### src/hdl/lspm_regs.vh
// Constants for the serial port function multiplexer
`ifndef LSPM_REGS_VH
`define LSPM_REGS_VH
`define LSPM_NUM_GROUPS 6
`define LSPM_GROUP_BITS 4
`define LSPM_FUNC_W 3
`define LSPM_FUNC_UART4 3'h0
`define LSPM_FUNC_I2C_GPIO 3'h1
`define LSPM_FUNC_I2C_UART2 3'h2
`define LSPM_FUNC_SPI4 3'h3
`define LSPM_FUNC_GPIO4 3'h4
`define LSPM_FUNC_RESET 3'h4
`define LSPM_UART_GROUPS 2
`define LSPM_XCS_GROUPS 3
`define LSPM_XCS_PER_GROUP 3
`define LSPM_CHAR_MIN 4'h5
`define LSPM_CHAR_MAX 4'h8
`define LSPM_STOP_HALF_MIN 3'h1
`define LSPM_STOP_HALF_MAX 3'h4
`define LSPM_PAR_NONE 2'h0
`define LSPM_PAR_EVEN 2'h1
`define LSPM_PAR_ODD 2'h2
`define LSPM_PAR_SPACE 2'h3
`define LSPM_BAUD_MIN 32'd75
`define LSPM_BAUD_STD_MAX 32'd115200
`define LSPM_BAUD_FAST 32'd4000000
`define LSPM_I2C_MAX_KHZ 32'd3400
`define LSPM_SPI_MAX_KHZ 32'd50000
`define LSPM_SYS_KHZ 32'd100000
`define LSPM_I2C_MIN_DIV (((`LSPM_SYS_KHZ) + (`LSPM_I2C_MAX_KHZ) - 32'd1) / (`LSPM_I2C_MAX_KHZ))
`define LSPM_SPI_MIN_DIV (((`LSPM_SYS_KHZ) + (`LSPM_SPI_MAX_KHZ) - 32'd1) / (`LSPM_SPI_MAX_KHZ))
`endif

### src/hdl/lspm_group.v
// One four-bit serial port group: function decode and pin steering
`timescale 1ns/1ps
`include "lspm_regs.vh"
module lspm_group #(
  parameter UART_OK = 1
) (
  input wire i_clk_sys, // System clock
  input wire i_resetn, // Async reset, active low
  input wire [2:0] i_func, // Requested function
  input wire [3:0] i_pin_in, // Pin levels
  input wire [3:0] i_gpio_out, // GPIO output values
  input wire [3:0] i_gpio_oen, // GPIO output enables, low drives
  input wire i_uart_tx, // UART transmit data
  input wire i_uart_rts_n, // UART ready_for_receive_low
  input wire i_i2c_sda_oen, // I2C data drive, low pulls low
  input wire i_i2c_scl_oen, // I2C clock drive, low pulls low
  input wire i_spi_mosi, // SPI data out
  input wire i_spi_cs_n, // SPI chip select 0
  input wire i_spi_clk, // SPI clock
  output reg [3:0] o_pin_out, // Pin output values
  output reg [3:0] o_pin_oen, // Pin output enables, low drives
  output reg [2:0] o_func, // Accepted function
  output reg o_func_err, // Requested function refused
  output reg o_uart_rx, // UART receive data
  output reg o_uart_cts_n, // UART clear-to-send, active low
  output reg o_i2c_sda, // I2C data in
  output reg o_i2c_scl, // I2C clock in
  output reg o_spi_miso, // SPI data in
  output reg [3:0] o_gpio_in, // GPIO input levels
  output wire o_spi_sel // Group in SPI function
);
  wire uart_req;
  wire valid;
  reg [4:0] st_q;
  reg [4:0] st_d;
  assign uart_req = (i_func == `LSPM_FUNC_UART4) || (i_func == `LSPM_FUNC_I2C_UART2);
  assign valid = (i_func <= `LSPM_FUNC_GPIO4) && ((UART_OK != 0) || !uart_req); // [RQ6]
  // One-hot function state; invalid requests keep the previous function
  localparam [4:0] S_UART4 = 5'h01;
  localparam [4:0] S_I2CG = 5'h02;
  localparam [4:0] S_I2CU = 5'h04;
  localparam [4:0] S_SPI = 5'h08;
  localparam [4:0] S_GPIO = 5'h10;
  always @* begin
    st_d = st_q;
    if (valid) begin
      case (i_func)
        `LSPM_FUNC_UART4: st_d = S_UART4;
        `LSPM_FUNC_I2C_GPIO: st_d = S_I2CG;
        `LSPM_FUNC_I2C_UART2: st_d = S_I2CU;
        `LSPM_FUNC_SPI4: st_d = S_SPI;
        default: st_d = S_GPIO;
      endcase
    end
  end
  always @(posedge i_clk_sys or negedge i_resetn) begin
    if (!i_resetn) begin
      st_q <= S_GPIO;
      o_func_err <= 1'b0;
    end else begin
      st_q <= st_d; // [RQ1]
      o_func_err <= !valid; // [RQ6]
    end
  end
  assign o_spi_sel = st_q[3];
  // Engine inputs idle when not selected: UART/I2C high, SPI low, GPIO low
  always @(posedge i_clk_sys or negedge i_resetn) begin
    if (!i_resetn) begin
      o_pin_out <= 4'hf;
      o_pin_oen <= 4'hf;
      o_func <= `LSPM_FUNC_RESET;
      o_uart_rx <= 1'b1;
      o_uart_cts_n <= 1'b1;
      o_i2c_sda <= 1'b1;
      o_i2c_scl <= 1'b1;
      o_spi_miso <= 1'b0;
      o_gpio_in <= 4'h0;
    end else begin
      o_uart_rx <= 1'b1; // [RQ14]
      o_uart_cts_n <= 1'b1;
      o_i2c_sda <= 1'b1;
      o_i2c_scl <= 1'b1;
      o_spi_miso <= 1'b0;
      o_gpio_in <= 4'h0;
      case (st_q)
        S_UART4: begin
          o_func <= `LSPM_FUNC_UART4;
          o_pin_out <= {i_uart_tx, 1'b1, 1'b1, i_uart_rts_n}; // [RQ2]
          o_pin_oen <= 4'b0110;
          o_uart_rx <= i_pin_in[2];
          o_uart_cts_n <= i_pin_in[1];
        end
        S_I2CG: begin
          o_func <= `LSPM_FUNC_I2C_GPIO;
          o_pin_out <= {i_gpio_out[3:2], 2'b00}; // [RQ3]
          o_pin_oen <= {i_gpio_oen[3:2], i_i2c_sda_oen, i_i2c_scl_oen};
          o_gpio_in <= {i_pin_in[3:2], 2'b00};
          o_i2c_sda <= i_pin_in[1];
          o_i2c_scl <= i_pin_in[0];
        end
        S_I2CU: begin
          o_func <= `LSPM_FUNC_I2C_UART2;
          o_pin_out <= {i_uart_tx, 3'b100}; // [RQ4]
          o_pin_oen <= {2'b01, i_i2c_sda_oen, i_i2c_scl_oen};
          o_uart_rx <= i_pin_in[2];
          o_i2c_sda <= i_pin_in[1];
          o_i2c_scl <= i_pin_in[0];
        end
        S_SPI: begin
          o_func <= `LSPM_FUNC_SPI4;
          o_pin_out <= {i_spi_mosi, 1'b1, i_spi_cs_n, i_spi_clk}; // [RQ5]
          o_pin_oen <= 4'b0100;
          o_spi_miso <= i_pin_in[2];
        end
        default: begin
          o_func <= `LSPM_FUNC_GPIO4;
          o_pin_out <= i_gpio_out; // [RQ5]
          o_pin_oen <= i_gpio_oen;
          o_gpio_in <= i_pin_in;
        end
      endcase
    end
  end
endmodule // lspm_group

### src/hdl/lspm_mux.v
// Six-group serial port function multiplexer with engine limit checks
//
// Functional notes
// RQ1 - Six four-bit groups, five selectable functions each
// RQ2 - UART4: tx bit3, rx bit2, cts bit1, rfr bit0
// RQ3 - I2C+GPIO: GPIO bits 3-2, SDA bit1, SCL bit0
// RQ4 - I2C+UART2: tx, rx, SDA, SCL, no flow
// RQ5 - SPI: mosi, miso, cs0, clk; else four GPIOs
// RQ6 - Groups three to six refuse UART functions
// RQ7 - Extra SPI chip selects on groups one-three
// RQ8 - Char 5-8, stop 0.5-2, four parity choices
// RQ9 - Baud 75 to 115200 plus 4 Mbps
// RQ10 - Optional CTS/RFR flow control, hardware or software
// RQ11 - Break, hunt, sticky errors, overflow, FIFO, timeouts; only the four sticky status bits are kept here, no FIFO or timeouts
// RQ12 - I2C clock up to 3.4 MHz
// RQ13 - SPI clock up to 50 MHz, all groups
// RQ14 - Unselected engine inputs held idle
`timescale 1ns/1ps
`include "lspm_regs.vh"
module lspm_mux (
  input wire i_clk_sys, // System clock, 100 MHz
  input wire i_resetn, // Async reset, active low
  input wire [17:0] i_func, // Function per group, 3 bits each
  input wire [23:0] i_pin_in, // Pin levels, 4 per group
  input wire [23:0] i_gpio_out, // GPIO output values
  input wire [23:0] i_gpio_oen, // GPIO output enables, low drives
  input wire [1:0] i_uart_tx, // UART tx, groups 1-2
  input wire [1:0] i_uart_rts_n, // UART ready_for_receive_low from engine
  input wire [1:0] i_uart_flow_en, // Flow control enable
  input wire [1:0] i_uart_flow_hw, // Hardware flow control when high
  input wire [1:0] i_uart_sw_ready_for_receive_low, // Software-driven ready_for_receive_low
  input wire [7:0] i_uart_char_bits, // Character size, 4 bits each
  input wire [5:0] i_uart_stop_half, // Stop length in half bits, 3 bits each
  input wire [3:0] i_uart_parity, // Parity mode, 2 bits each
  input wire [63:0] i_uart_baud, // Baud rate, 32 bits each
  input wire [1:0] i_uart_break_det, // Engine: break seen, pulse
  input wire [1:0] i_uart_hunt_hit, // Engine: hunt character seen, pulse
  input wire [1:0] i_uart_rx_err, // Engine: frame/parity error, pulse
  input wire [1:0] i_uart_overflow, // Engine: overflow, pulse
  input wire [1:0] i_uart_stat_clr, // Clear sticky status, pulse
  input wire [5:0] i_i2c_sda_oen, // I2C data drive, low pulls low
  input wire [5:0] i_i2c_scl_oen, // I2C clock drive, low pulls low
  input wire [47:0] i_i2c_div, // I2C clock divider, 8 bits each
  input wire [5:0] i_spi_mosi, // SPI data out
  input wire [5:0] i_spi_cs_n, // SPI chip select 0
  input wire [5:0] i_spi_clk, // SPI clock
  input wire [47:0] i_spi_div, // SPI clock divider, 8 bits each
  input wire [8:0] i_spi_xcs_n, // Extra chip selects 1-3, groups 1-3
  output wire [23:0] o_pin_out, // Pin output values
  output wire [23:0] o_pin_oen, // Pin output enables, low drives
  output wire [17:0] o_func, // Accepted function per group
  output wire [5:0] o_func_err, // Function request refused
  output wire [1:0] o_uart_rx, // UART rx to engine
  output wire [1:0] o_uart_cts_n, // Clear-to-send to engine
  output reg [1:0] o_uart_tx_hold, // Transmit hold from flow control
  output reg [1:0] o_uart_cfg_err, // UART format or baud unsupported
  output reg [7:0] o_uart_sticky, // Break, hunt, error, overflow per UART
  output wire [5:0] o_i2c_sda, // I2C data in
  output wire [5:0] o_i2c_scl, // I2C clock in
  output reg [5:0] o_i2c_rate_err, // I2C divider gives over 3.4 MHz
  output wire [5:0] o_spi_miso, // SPI data in
  output reg [5:0] o_spi_rate_err, // SPI divider gives over 50 MHz
  output reg [8:0] o_xcs_out, // Extra chip select levels
  output reg [8:0] o_xcs_oen, // Extra chip select enables, low drives
  output wire [23:0] o_gpio_in // GPIO input levels
);
  wire [5:0] spi_sel;
  wire [1:0] cts_n;
  genvar g;
  generate
    for (g = 0; g < `LSPM_NUM_GROUPS; g = g + 1) begin : grp
      wire uart_tx;
      wire rts_n;
      wire rx;
      wire cts;
      if (g < `LSPM_UART_GROUPS) begin : u
        assign uart_tx = i_uart_tx[g];
        // Software flow control replaces the engine level on the pin
        assign rts_n = (i_uart_flow_en[g] && !i_uart_flow_hw[g]) ? i_uart_sw_ready_for_receive_low[g] :
          (i_uart_flow_en[g] ? i_uart_rts_n[g] : 1'b0); // [RQ10]
        assign o_uart_rx[g] = rx;
        assign cts_n[g] = cts;
        assign o_uart_cts_n[g] = cts;
      end else begin : n
        assign uart_tx = 1'b1;
        assign rts_n = 1'b1;
      end
      lspm_group #(
        .UART_OK((g < `LSPM_UART_GROUPS) ? 1 : 0)
      ) u_grp (
        .i_clk_sys(i_clk_sys),
        .i_resetn(i_resetn),
        .i_func(i_func[3*g +: 3]),
        .i_pin_in(i_pin_in[4*g +: 4]),
        .i_gpio_out(i_gpio_out[4*g +: 4]),
        .i_gpio_oen(i_gpio_oen[4*g +: 4]),
        .i_uart_tx(uart_tx),
        .i_uart_rts_n(rts_n),
        .i_i2c_sda_oen(i_i2c_sda_oen[g]),
        .i_i2c_scl_oen(i_i2c_scl_oen[g]),
        .i_spi_mosi(i_spi_mosi[g]),
        .i_spi_cs_n(i_spi_cs_n[g]),
        .i_spi_clk(i_spi_clk[g]),
        .o_pin_out(o_pin_out[4*g +: 4]),
        .o_pin_oen(o_pin_oen[4*g +: 4]),
        .o_func(o_func[3*g +: 3]),
        .o_func_err(o_func_err[g]),
        .o_uart_rx(rx),
        .o_uart_cts_n(cts),
        .o_i2c_sda(o_i2c_sda[g]),
        .o_i2c_scl(o_i2c_scl[g]),
        .o_spi_miso(o_spi_miso[g]),
        .o_gpio_in(o_gpio_in[4*g +: 4]),
        .o_spi_sel(spi_sel[g])
      );
      // Divider below the minimum would exceed the engine clock limits
      always @(posedge i_clk_sys or negedge i_resetn) begin
        if (!i_resetn) begin
          o_i2c_rate_err[g] <= 1'b0;
          o_spi_rate_err[g] <= 1'b0;
        end else begin
          o_i2c_rate_err[g] <= ({24'h000000, i_i2c_div[8*g +: 8]} < `LSPM_I2C_MIN_DIV); // [RQ12]
          o_spi_rate_err[g] <= spi_sel[g] && ({24'h000000, i_spi_div[8*g +: 8]} < `LSPM_SPI_MIN_DIV); // [RQ13]
        end
      end
    end
    for (g = 0; g < `LSPM_UART_GROUPS; g = g + 1) begin : ucfg
      wire [3:0] cb;
      wire [2:0] sh;
      wire [31:0] bd;
      wire [3:0] ev;
      assign cb = i_uart_char_bits[4*g +: 4];
      assign sh = i_uart_stop_half[3*g +: 3];
      assign bd = i_uart_baud[32*g +: 32];
      assign ev = {i_uart_overflow[g], i_uart_rx_err[g], i_uart_hunt_hit[g], i_uart_break_det[g]};
      always @(posedge i_clk_sys or negedge i_resetn) begin
        if (!i_resetn) begin
          o_uart_cfg_err[g] <= 1'b0;
          o_uart_sticky[4*g +: 4] <= 4'h0;
          o_uart_tx_hold[g] <= 1'b0;
        end else begin
          o_uart_cfg_err[g] <= (cb < `LSPM_CHAR_MIN) || (cb > `LSPM_CHAR_MAX) || // [RQ8]
            (sh < `LSPM_STOP_HALF_MIN) || (sh > `LSPM_STOP_HALF_MAX) ||
            !(((bd >= `LSPM_BAUD_MIN) && (bd <= `LSPM_BAUD_STD_MAX)) || (bd == `LSPM_BAUD_FAST)); // [RQ9]
          // Set wins over clear for every sticky bit
          o_uart_sticky[4*g +: 4] <= (i_uart_stat_clr[g] ? 4'h0 : o_uart_sticky[4*g +: 4]) | ev; // [RQ11]
          o_uart_tx_hold[g] <= i_uart_flow_en[g] && i_uart_flow_hw[g] && cts_n[g]; // [RQ10]
        end
      end
    end
    for (g = 0; g < `LSPM_XCS_GROUPS * `LSPM_XCS_PER_GROUP; g = g + 1) begin : xcs
      always @(posedge i_clk_sys or negedge i_resetn) begin
        if (!i_resetn) begin
          o_xcs_out[g] <= 1'b1;
          o_xcs_oen[g] <= 1'b1;
        end else begin
          o_xcs_out[g] <= spi_sel[g / `LSPM_XCS_PER_GROUP] ? i_spi_xcs_n[g] : 1'b1; // [RQ7]
          o_xcs_oen[g] <= !spi_sel[g / `LSPM_XCS_PER_GROUP];
        end
      end
    end
  endgenerate
endmodule // lspm_mux

### config.mk
export PLATFORM = sky130hd
export DESIGN_NAME = lspm_mux
export DESIGN_NICKNAME = d
export VERILOG_FILES = /design/src/hdl/lspm_group.v /design/src/hdl/lspm_mux.v
export VERILOG_INCLUDE_DIRS = /design/src /design/src/hdl
export SDC_FILE = /design/constraint.sdc
export NUM_CORES = 1
export LEC_CHECK = 0
export ABC_CLOCK_PERIOD_IN_PS = 3900
export BUFFER_PORTS_ARGS = -buffer_cell sky130_fd_sc_hd__buf_4
export CAP_MARGIN = 30
export CORE_AREA = 2 2 189 191
export DETAILED_ROUTE_END_ITERATION = 10
export DIE_AREA = 0 0 191 193
export PLACE_DENSITY = 0.56
export SETUP_SLACK_MARGIN = 0.02
export SLEW_MARGIN = 20
export SYNTH_ARGS = -nofsm -noshare
export SYNTH_HDL_FRONTEND = slang
export SYNTH_SLANG_ARGS = --single-unit
### constraint.sdc
create_clock -name i_clk_sys -period 3.9 [get_ports i_clk_sys]
set_input_delay 0.78 -clock i_clk_sys [delete_from_list [all_inputs] [get_ports i_clk_sys]]
set_output_delay 0.78 -clock i_clk_sys [all_outputs]
set_load 0.03 [all_outputs]
## Word level (Yosys, flattened, before mapping)

Index checks and enable logic that the tools add are counted.

| operators by class | value |
|---|---|
| $lt $le $gt $ge | 30 |
| eq/ne operators | 44 |
| muxes and demuxes | 67 |
| bitwise operators | 2 |
| reduce and logical (&&, ||, !) cells | 69 |

Operators with widths:

| operator | count |
|---|---|
| $pmux 4 s4 | 12 |
| $pmux 5 s4 | 6 |
| $pmux 3 s4 | 6 |
| $eq 32x22->1 const B | 2 |
| $ge 32x7->1 const B | 2 |
| $le 32x17->1 const B | 2 |
| $lt 8x2->1 const B | 6 |
| $lt 8x5->1 const B | 6 |
| $pmux 4 s2 | 6 |
| $eq 3x2->1 const B | 12 |
| $mux 1 | 35 |
| $eq 5x1->1 const B | 6 |
| $eq 5x2->1 const B | 6 |
| $eq 5x3->1 const B | 6 |
| $eq 5x4->1 const B | 6 |
| $eq 3x1->1 const B | 6 |
| $le 3x3->1 const B | 6 |
| $logic_and 1x1->1 | 18 |
| $logic_not 3->1 | 6 |
| $reduce_or 3->1 | 6 |
| $logic_not 1->1 | 17 |
| $reduce_or 2->1 | 8 |
| $logic_or 1x1->1 | 14 |
| $gt 4x4->1 const B | 2 |
| other kinds (5) | 10 |

| storage, ports and cells | value |
|---|---|
| register bits after elaboration | 184 |
| input port bits | 329 |
| output and inout bits | 160 |

## Longest topological paths before layout

Gate-level depths: netlist of the first run.

| depth | value |
|---|---|
| depth after elaboration | 5 |
| depth in mapped cells | 6 |
| mapped depth without buffers | 4 |

## Cells and area by module

From an unflattened synthesis of the first run, not the netlist that was laid out.

| second synthesis, totals | value |
|---|---|
| cell total of the unflattened synthesis | 662 |
| area, all modules | 8132.8 sq um |

By module, submodules not included:

| module | times used | cells each | area each (sq um) |
|---|---|---|---|
| lspm_group (grp[2].u_grp ...) | 4 | 80 | 1066.0 |
| lspm_group (grp[0].u_grp ...) | 2 | 84 | 1041.0 |
| lspm_mux | 1 | 174 | 1786.7 |

## Worst setup path before layout of the first run

Ideal clock, no wire load.

| path | value |
|---|---|
| path kind | input-to-reg |
| start | in i_uart_baud[52] |
| end | reg o_uart_cfg_err[1] |
| library setup time | 0.124 ns |
| arrival | 1.663 ns |
| required time | 3.776 ns |
| slack | 2.113 ns |
| cell stages on the path | 4 |
| path buffers | 0 |
| path through | nor4_1 > nand4_1 > a21o_1 > a211o_1 |

| on the way | value |
|---|---|
| cells in the longest elaborated chain, start to end | 5 |
| elaborated cells between the ends (all ways) | 7 |
| classes of those cells | order compare (2); eq/ne (1); reduce/logical (4) |

RTL lines:

| what | line | source |
|---|---|---|
| start: declaration | lspm_mux.v:35 | `input wire [63:0] i_uart_baud,` |
| $ge 32x7->1 (no source line) / $le 32x17->1 (equally long branches) | - |  |
| $logic_and 1x1->1 | lspm_mux.v:144 | `` !(((bd >= `LSPM_BAUD_MIN) && (bd <= `LSPM_BAUD_STD_MAX)) \|\| (bd == `LSPM_BAUD_FAST)); `` |
| $logic_or 1x1->1 * | lspm_mux.v:144 |  |
| $logic_not 1->1 * | lspm_mux.v:144 |  |
| $logic_or 1x1->1 * | lspm_mux.v:142 | `` o_uart_cfg_err[g] <= (cb < `LSPM_CHAR_MIN) \|\| (cb > `LSPM_CHAR_MAX) \|\| `` |
| end signal: indexed assignment | lspm_mux.v:142 |  |
| end: declaration | lspm_mux.v:56 | `output reg [1:0] o_uart_cfg_err,` |

Every way passes the cells marked *; elsewhere a longest branch is shown, timed or not.
A chain may end at the register's enable or synchronous reset.

## Worst setup path after layout of the first run

| path | value |
|---|---|
| start | reg grp[0].u_grp.st_q[3] |
| end | reg grp[0].u_grp.o_gpio_in[2] |

| on the way | value |
|---|---|
| cells in the longest elaborated chain, start to end | 3 |
| elaborated cells between the ends (all ways) | 6 |
| classes of those cells | eq/ne (4); mux (1); reduce/logical (1) |

RTL lines:

| what | line | source |
|---|---|---|
| start: declaration | lspm_group.v:34 | `reg [4:0] st_q;` |
| start signal: assignment | lspm_group.v:61 | `st_q <= st_d;` |
| $eq 5x1->1, or another cell as far along | lspm_group.v:85 | `case (st_q)` |
| $reduce_or 3->1 (no source line) | - |  |
| $pmux 4 s2 * | lspm_group.v:85 |  |
| end signal: assignment | lspm_group.v:97 | `o_gpio_in <= {i_pin_in[3:2], 2'b00};` |
| end signal: assignment | lspm_group.v:119 | `o_gpio_in <= i_pin_in;` |
| end: declaration | lspm_group.v:29 | `output reg [3:0] o_gpio_in,` |

Marks and branches as above.

==> run metrics, run 1 <==
xor/xnor share of the synthesized area=3.16%; compound-cell area share of the yosys netlist=9.55%; die height=193 µm; IO Port Bufs=472; CTS buffer count=17; cell area after synthesis=7750 µm²; R2R depth=4; pwr dens=450 nW/µm²; Net Sw Frac=29.6%; 1st-pass router iterations=4; largest net degree at the start of global routing=90; adder-cell area share of the yosys netlist=0%; routed wire length=25,600 µm; final worst path period need=1.98 ns; Tcrit/Tclk final=50.7%; Critical Path AT=2.31 ns; reg2reg start=grp[0].u_grp.st_q[3]; CTS tree=built; initial antenna violation count=2; via count=6,631; post-synthesis mux area share=0.420%; Clock Skew=0.00958 ns; Final Setup Violations=0; max frequency=0.505 GHz; critical path endpoint category=flip-flop; CTS Root Cell=clkbuf_16; Filler cells=3,540; final hold vios=0; crit path max fanout=13; Avg Synthesized Cell Area=11.9 µm²; leak pwr=5.69 nW; first-pass GRT wire length=37,100 µm; vias in the first global route=6,742; status=finished clean; setup_tns=0 ns; area grow syn2layout=57.7%; Post-CTS Setup Inserts=0; Post-DP HPWL=20,500 µm; Worst Hold Slack=0.398 ns; share of layout cells above drive strength 1=54.9%; Yosys reg bits=184; simple-gate share of the synthesized area=20.2%; Top FF cell, synth=dfrtp_1; Longest Clk Path Bufs=2; Yosys warning count=0; nature of the critical path startpoint=flip-flop; Sequential Power Share=41.7%; post-route ant nets=0; Worst-Skew Late Latency=0.44 ns; ys async rst share=100%; Clock power frac=34.3%; max-cap viol count=0; Synth cell types=52; Initial Utilization=22.2%; GPL Wtd Cong=0.803; Worst Hold Class=primary input to asynchronous set/reset pin; Max IR drop VDD=0.302 mV; Psw=1.63 mW; clock-pin slew on the worst setup and hold paths=0.07 ns; Crit Reg-Reg Endpoint=grp[0].u_grp.o_gpio_in[2]; Rows=69; H-tree depth=4; worst-margin pin slew=0.855 ns; max_slew headroom=42.5%; largest family of logic cells by synthesized area=simple AND/OR/NAND/NOR gates; internal power=3.87 mW; global-route usage over all layers=13.4%; post-CTS sizing=0; gr ovfl total=0; core box area=35,000 µm²; Syn Nets=979; Logic pwr share=24.0%; DRT iter0 DRCs=193; die area=36,900 µm²; Die Wd=191 µm; reg-to-reg slack, setup=1.92 ns; Residual DRC=0; Syn Inst Count=650; Final Net Count=1,422; Crit Path Class=flip-flop to flip-flop; hold-fix buffers at CTS=0; EDFF count, synth=0; final number of max-transition violations=0; DR vias/cell=4.23; # IOs=489; RSZ-0062 raised after global routing=false; Worst Path Required=4.23 ns; Routed wire per std cell=16.3 µm; Clock Sinks=184; Seq/Total Area, Yosys=60.8%
[worst max-delay path, stage by stage, from the launching register on]
cell	delay, ns
dfrtp_1	0.60
inv_1	0.17
nor4b_2	0.69
nor2_1	0.19
and2_1	0.21
[stage by stage]
stage / cell area [µm²] / worst slack [ns] / total power, mW / instances / util, %
3_3_place_gp: 11600 / 1.81 / 3.66 / 1532 / 33.1
3_5_place_dp: 11600 / 1.84 / 3.67 / 1535 / 33.1
2_1_floorplan: 7750 / 2.11 / 3.01 / 650 / -
5_1_grt: 12200 / 1.72 / 5.78 / 1569 / 35.0
4_1_cts: 12200 / 1.89 / 5.60 / 1567 / 35.0
6_report: 12200 / 1.92 / 5.50 / 1569 / 35.0
[final cells by class]
cell class / count / area [µm²] / share of cell area, %
diodes: 2 / 5.00 / 0.0409
clock buffers: 19 / 443 / 3.62
inverters: 22 / 82.6 / 0.675
repair buffers: 480 / 3620 / 29.6
well taps: 461 / 577 / 4.72
clock inverters: 13 / 193 / 1.58
multi-input cells: 388 / 2590 / 21.2
flip-flops and latches: 184 / 4710 / 38.6
[kinds of logic (layout without fill, tap and decap cells)]
family                    after synthesis  after routing
and+or+nand+nor                       259            259
DFF                                   184            184
AOI/OAI and AO/OA                      98             98
buffers and inverters                  78            534
xor gates and xnor gates               28             28
muxes                                   3              3
other                                   0              2
[state kept, by name, indices dropped and copies added (netlist names), 8 cells and up]
register             count
grp.u_grp.st_q          30
grp.u_grp.o_gpio_in     24
grp.u_grp.o_pin_oen     24
grp.u_grp.o_pin_out     24
grp.u_grp.o_func        18
o_xcs_out                9
o_uart_sticky            8
[layout by cell type (no fill, tap or decap), types with 7 or more instances in the layout]
cell type / instances
nor2b_1: 8
and3_1: 14
nor4_1: 35
nand2b_1: 30
xnor2_1: 22
a22o_1: 7
buf_4: 477
nor3_1: 17
a221o_1: 18
and2_1: 44
nor2_1: 47
dfstp_2: 88
clkbuf_16: 17
nand4_1: 8
o21ai_0: 12
a21oi_1: 10
dfrtp_1: 96
or3_1: 11
a211oi_1: 8
inv_1: 22
a21o_1: 14
[worst max-delay path by stage]
stage / startpoint / to / slack (ns) / cells past startpoint
after CTS: grp[0].u_grp.st_q[3] / grp[0].u_grp.o_gpio_in[2] / 1.89 / 4
after global routing: grp[0].u_grp.st_q[3] / grp[0].u_grp.o_gpio_in[2] / 1.72 / 4
after global placement: i_uart_baud[52] / o_uart_cfg_err[1] / 1.81 / 5
after floorplan: i_uart_baud[52] / o_uart_cfg_err[1] / 2.11 / 4
after detailed placement: i_uart_baud[52] / o_uart_cfg_err[1] / 1.84 / 5
final: grp[0].u_grp.st_q[3] / grp[0].u_grp.o_gpio_in[2] / 1.92 / 4
[power groups by stage]
stage	sequential (mW)	combinational [mW]	clock, mW
after floorplan	2.59	0.417	0
after CTS	2.30	1.35	1.96
after global routing	2.32	1.42	2.04
final	2.29	1.32	1.89
after global placement	2.32	1.33	0
after detailed placement	2.33	1.35	0
[synthesized netlist by cell type, drive strengths merged, types with 10 or more instances]
master / n / area (µm²)
a21oi: 10 / 50.1
nor4b: 10 / 113
nor3: 17 / 85.1
xnor2: 22 / 193
dfstp: 88 / 2310
a221o: 18 / 180
dfrtp: 96 / 2400
and2: 44 / 275
and3: 14 / 87.6
buf: 54 / 360
o21ai: 15 / 75.1
or3: 11 / 68.8
inv: 22 / 82.6
nor4: 36 / 225
nor2: 47 / 176
a21o: 14 / 105
nand2b: 30 / 188
[layer usage]
layer	track usage (%)	wire, µm	up-vias
met4	5.72	583	0
met2	23.8	13200	304
li1	-	-	3163
met5	0	0	-
met1	14.7	9570	3142
met3	4.36	2220	22
Power figures use the tool's default switching activity.
==> run 2, diff against run 1 <==
- ABC_CLOCK_PERIOD_IN_PS: 3900 -> 1900
- clock period: 3.9 -> 1.9 ns (I/O delays scaled with it)
==> run 2 against run 1 <==
  * Cell count grew 1.5%
  * Largest power group unchanged
  * Largest cell class unchanged
  * Register-to-register slack lost 1.7 ns
  * Total power grew 100%
  * Clock power grew 93%
  * Wire length grew 1.2%
  * Via count grew 2.0%
  * Combinational power grew 110%
  * Highest routed layer is now met5
  * Flip-flop and latch count is the same
  * Count of clock-buffer cells in the layout grew 1
  * Critical path type unchanged
  * Critical endpoint is now grp[5].u_grp.o_pin_out[1]
  * Setup slack lost 1.7 ns
  * Sequential power grew 100%
  * Non-clock buffer count grew 25
==> run metrics, run 2 (synthesis gave the netlist of run 1 again) <==
# IOs=489 (unchanged); Post-DP HPWL=21,000 µm (+2.5%); final worst path period need=1.66 ns (-0.320 ns); Crit Reg-Reg Endpoint=grp[5].u_grp.o_pin_out[1]; Crit. path cell count=4 (unchanged); CTS buffer count=17 (unchanged); Die Wd=191 µm (unchanged); Post-CTS Setup Inserts=0 (unchanged); nature of the critical path startpoint=flip-flop; hold path start=i_i2c_div[38]; hold path cells=2; Clock Skew=0.00897 ns (-0.000610 ns); max frequency=0.603 GHz (+19%); hold endpoint=o_i2c_rate_err[4]; leak pwr=5.80 nW (+2.0%); Worst-Skew Late Latency=0.44 ns (about the same); global-route usage over all layers=13.7% (+0.33 points); Critical Path AT=2.02 ns (-0.29 ns); clock-pin slew on the worst setup and hold paths=0.07 ns (about the same); largest net degree at the start of global routing=45 (-50%); final number of max-transition violations=0 (unchanged); core box area=35,000 µm² (unchanged); Routed wire per std cell=16.2 µm (-0.37%); Slowest-stage cell, CP=dfrtp_1; share of layout cells above drive strength 1=55.9% (+1.0 points); max-cap viol count=0 (unchanged); most common cell after layout, fill and taps aside=buf_4; Worst Path Required=2.26 ns (-1.97 ns); Initial Utilization=22.2% (unchanged); Residual DRC=0 (unchanged); met2 usage=24.6% (+0.82 points); busiest grt layer=met2; GPL Wtd Cong=0.803 (about the same); area grow syn2layout=60.1%; critical path endpoint category=flip-flop; max reg flops=30 (unchanged); GRT met3 Usage=3.98% (-0.38 points); crit-path cells=xnor2_1 -> a211oi_1 -> o21ai_1 -> a221o_1; IO Port Bufs=472 (unchanged); initial antenna violation count=2 (unchanged); die height=193 µm (unchanged); H-tree depth=4 (unchanged); via count=6,764 (+2.0%); worst-margin pin slew=0.616 ns (-0.238 ns); pwr dens=898 nW/µm² (+99%); crit path max fanout=7 (-6); status=finished clean; Tcrit/Tclk final=87.3% (+37 points); routed wire length=25,900 µm (+1.2%); post-route ant nets=0 (unchanged); Rows=69 (unchanged); commonest non-fill, non-tap cells in the layout=500 x buf_4, 96 x dfrtp_1, 88 x dfstp_2; final hold vios=0 (unchanged); CTS tree=built; Top reg by flops=grp.u_grp.st_q; vias in the first global route=6,767 (+0.37%); Top delay family on crit path=compound AO/OA/AOI/OAI gates; die area=36,900 µm² (unchanged); setup_tns=0 ns (unchanged); Longest Clk Path Bufs=2 (unchanged); DRT iter0 DRCs=232 (+20%); DR vias/cell=4.25 (+0.47%); R2R depth=4 (unchanged); gr ovfl total=0 (unchanged); CP Buf/Inv Count=0 (-1); Final Power=11.1 mW (+100%); RSZ-0062 raised after global routing=false; CTS Root Cell=clkbuf_16; Worst Hold Class=primary input to flip-flop; 1st-pass router iterations=4 (unchanged); Slowest Stage Delay on Critical Path=0.47 ns (-0.22 ns); reg2reg start=grp[5].u_grp.st_q[2]; Clock Sinks=184 (unchanged); Final Setup Violations=0 (unchanged); first-pass GRT wire length=38,100 µm (+2.6%); max_slew headroom=58.6% (+16 points); Crit Path Class=flip-flop to flip-flop; Final Net Count=1,447 (+1.8%); Max IR drop VDD=0.605 mV (+100%); reg-to-reg slack, setup=0.24 ns (-1.68 ns); met1 usage=15.5% (+0.82 points)
-- run 2: cell count changes in the layout (fill, tap and decap cells not counted) --
| cell | previous run | this run |
|---|---|---|
| buf_2 | 1 | 0 |
| inv_8 | 1 | 0 |
| clkinv_2 | 2 | 1 |
| bufinv_16 | 4 | 2 |
| dlygate4sd3_1 | 0 | 1 |
| diode_2 | 2 | 1 |
| buf_4 | 477 | 500 |
| clkbuf_8 | 2 | 4 |
| buf_12 | 1 | 3 |
| clkbuf_1 | 1 | 0 |
| clkinvlp_4 | 1 | 4 |
-- run 2: area by class of cell --
cell class              instances  area (µm²)
fillers                      3489       22600
clock buffers                  20         467
clock inverters                12         139
diodes                          1        2.50
inverters                      22        82.6
multi-input cells             388        2590
well taps                     461         577
repair buffers                505        3840
flip-flops and latches        184        4710
-- run 2: per-layer routing --
layer	vias to the layer above	part of all wire, %
met1	3204	38
met5	-	0.062
met3	26	8.6
met2	314	52
li1	3218	-
met4	2	1.6
-- run 2: per-stage QoR --
| stage | instances | area (µm²) | hold WS [ns] | setup slack [ns] | utilization [%] |
|---|---|---|---|---|---|
| 2_1_floorplan | 650 | 7750 | 0.0844 | 0.274 | - |
| 3_3_place_gp | 1559 | 11800 | 0.331 | 0.222 | 33.7 |
| 3_5_place_dp | 1559 | 11800 | 0.326 | 0.196 | 33.7 |
| 4_1_cts | 1592 | 12400 | 0.0419 | 0.221 | 35.5 |
| 5_1_grt | 1592 | 12400 | 0.0549 | 0.0989 | 35.5 |
| 6_report | 1593 | 12400 | 0.0832 | 0.241 | 35.5 |
-- run 2: report_power, final --
part	total, mW	internal (mW)	switching [mW]
Sequential	4.67	4.47	0.207
Combinational	2.83	1.29	1.54
Clock	3.64	2.06	1.58
-- run 2: worst max path at each step --
stage	slack, ns	endpoint	start
2_1_floorplan	0.27	grp[0].u_grp.o_pin_oen[1]	grp[0].u_grp.st_q[1]
3_3_place_gp	0.22	o_uart_cfg_err[1]	i_uart_baud[52]
3_5_place_dp	0.20	o_uart_cfg_err[1]	i_uart_baud[52]
4_1_cts	0.22	grp[5].u_grp.o_pin_out[1]	grp[5].u_grp.st_q[2]
5_1_grt	0.1	grp[1].u_grp.o_pin_oen[1]	grp[1].u_grp.st_q[0]
6_report	0.24	grp[5].u_grp.o_pin_out[1]	grp[5].u_grp.st_q[2]
-- run 2: repair_timing --
item,CTS,global route
gates resized for setup,0,0
hold buffers,1,0
hold endpoints to repair,13,0
==> run 3, diff against run 2 <==
==> constraint.sdc (replaced) <==
create_clock -name i_clk_sys -period 1.9 [get_ports i_clk_sys]
set_input_delay 0 -clock i_clk_sys [delete_from_list [all_inputs] [get_ports i_clk_sys]]
set_output_delay 0 -clock i_clk_sys [all_outputs]
set_load 0.03 [all_outputs]
==> run 3 against run 2 <==
  * Critical path depth up 2
  * Flip-flop and latch count is the same
  * Clock skew increased by 0.0023 ns
  * Die area is the same
  * Sequential share of layout area shrank 5.5 points
  * Total power increased by 2.5%
  * Highest routed layer is now met4
==> run metrics, run 3 (synthesis gave the netlist of run 1 again) <==
Clock Sinks=184 (unchanged); Final Setup Violations=0 (unchanged); initial antenna violation count=3 (+1); RSZ-0062 raised after global routing=false; Filler cells=3,287 (-5.8%); Post-CTS Setup Inserts=0 (unchanged); vias in the first global route=8,005 (+18%); max_slew headroom=58.1% (-0.51 points); CP Buf/Inv Count=4 (+4); clock-pin slew on the worst setup and hold paths=0.07 ns (about the same); largest net degree at the start of global routing=62 (+38%); Initial Utilization=22.2% (unchanged); most common cell after layout, fill and taps aside=buf_4; first-pass GRT wire length=42,800 µm (+13%); Slowest Stage Delay on Critical Path=0.58 ns (+0.11 ns); DRT iter0 DRCs=267 (+15%); CTS tree=built; status=finished clean; Max IR drop VDD=0.621 mV (+2.6%); H-tree depth=4 (unchanged); Worst-Skew Late Latency=0.44 ns (about the same); Residual DRC=0 (unchanged); Top reg by flops=grp.u_grp.st_q; crit path max fanout=1 (-6); GPL Wtd Cong=0.842 (+4.9%); worst-margin pin slew=0.627 ns (+0.0105 ns); final number of max-transition violations=0 (unchanged); commonest non-fill, non-tap cells in the layout=501 x buf_4, 214 x dlygate4sd3_1, 96 x dfrtp_1; Routed wire per std cell=16.2 µm (-0.40%); Worst Hold Class=primary input to flip-flop; Rows=69 (unchanged); crit-path cells=dlygate4sd3_1 -> buf_4 -> nor4_2 -> dlygate4sd3_1 -> and4b_1 -> dlygate4sd3_1; DR vias/cell=4.25 (+0.13%); gr ovfl total=0 (unchanged); area grow syn2layout=87.0%; final worst path period need=1.81 ns (+0.148 ns); Final Net Count=1,659 (+15%); critical path endpoint category=flip-flop; max-cap viol count=0 (unchanged); max reg flops=30 (unchanged); Clock Skew=0.0113 ns (+0.00231 ns); Longest Clk Path Bufs=2 (unchanged); Post-DP HPWL=21,400 µm (+1.9%); Slowest-stage cell, CP=dlygate4sd3_1; 1st-pass router iterations=4 (unchanged); final core utilization=41.5% (+6.0 points); # IOs=489 (unchanged); Worst Hold Slack=0.0197 ns (-0.0635 ns); Die Wd=191 µm (unchanged); nature of the critical path startpoint=primary input; die area=36,900 µm² (unchanged); via count=7,683 (+14%); CTS buffer count=17 (unchanged); Crit Path Class=primary input to flip-flop; pwr dens=788 nW/µm² (-12%); CTS Root Cell=clkbuf_16; IO Port Bufs=472 (unchanged); final hold vios=0 (unchanged); max frequency=0.553 GHz (-8.2%); Worst Path Required=2.28 ns (+0.02 ns); leak pwr=6.73 nW (+16%); post-route ant nets=0 (unchanged); core box area=35,000 µm² (unchanged); routed wire length=29,200 µm (+13%); Top delay family on crit path=buffers and inverters; Critical Path AT=2.19 ns (+0.17 ns); Tcrit/Tclk final=95.1% (+7.8 points); global-route usage over all layers=15.3% (+1.6 points); crit-path most repeated cell=dlygate4sd3_1; setup_tns=0 ns (unchanged); share of layout cells above drive strength 1=47.1% (-8.8 points); die height=193 µm (unchanged)
run 3: cell count changes in the layout (fill, tap and decap cells not counted), sizes merged:
cell / change
dlygate4sd3: +213
buf: -1
clkbuf: +2
inv: -1
clkinv: +2
diode: +2
clkinvlp: -2
bufinv: -1
run 3: layout make-up:
class | count | area, µm² | share of cell area [%]
diodes | 3 | 7.51 | 0.0518
clock inverters | 10 | 91.3 | 0.630
flip-flops and latches | 184 | 4710 | 32.5
multi-input cells | 388 | 2600 | 18.0
clock buffers | 22 | 484 | 3.34
well taps | 461 | 577 | 3.98
repair buffers | 717 | 5940 | 41.0
inverters | 22 | 82.6 | 0.570
run 3: per-layer routing:
layer  GRT usage (%)  up-vias  wire (µm)
li1                -     3643          -
met2            28.7      329      15500
met5               0        -          0
met1            16.4     3673      11000
met3            4.05       38       1970
met4            6.02        0        763
run 3: worst paths after layout:
kind	from	end	slack, ns	depth (start not counted)
hold reg to reg	grp[1].u_grp.st_q[3]	o_xcs_out[4]	0.49	1
setup / recovery	i_spi_div[33]	o_spi_rate_err[4]	0.09	6
min in group asynchronous	i_resetn	o_uart_sticky[7]	0.12	2
max in group asynchronous	i_resetn	o_xcs_out[0]	1.01	3
setup reg to reg	grp[5].u_grp.st_q[3]	grp[5].u_grp.o_pin_out[1]	0.25	4
hold / removal	i_uart_char_bits[5]	o_uart_cfg_err[1]	0.02	4
run 3: power by group:
group	total [mW]	internal [mW]	switching [mW]	leakage, nW
clock network	3.52	1.95	1.57	0.283
registers	4.69	4.47	0.219	2.13
logic	3.22	1.57	1.64	4.32
run 3: stage by stage:
stage	worst slack [ns]	instances	cell area, µm²	power, mW
after floorplan	0.274	650	7750	6.17
after global placement	0.223	1558	11800	7.57
after detailed placement	0.149	1558	11800	7.61
after CTS	0.118	1804	14500	11.6
after global routing	0.0418	1806	14500	12.0
final	0.0932	1807	14500	11.4
run 3: what timing repair did:
action	4_1_cts	5_1_grt
setup endpoints to repair	0	4
gates resized for setup	0	2
hold buffers	214	0
endpoints found under the hold margin	218	0
run 3: tightest hold or removal path: stages:
cell,delay (ns)
buf_4,0.08
nor3_1,0.04
a21oi_1,0.14
a211o_1,0.15
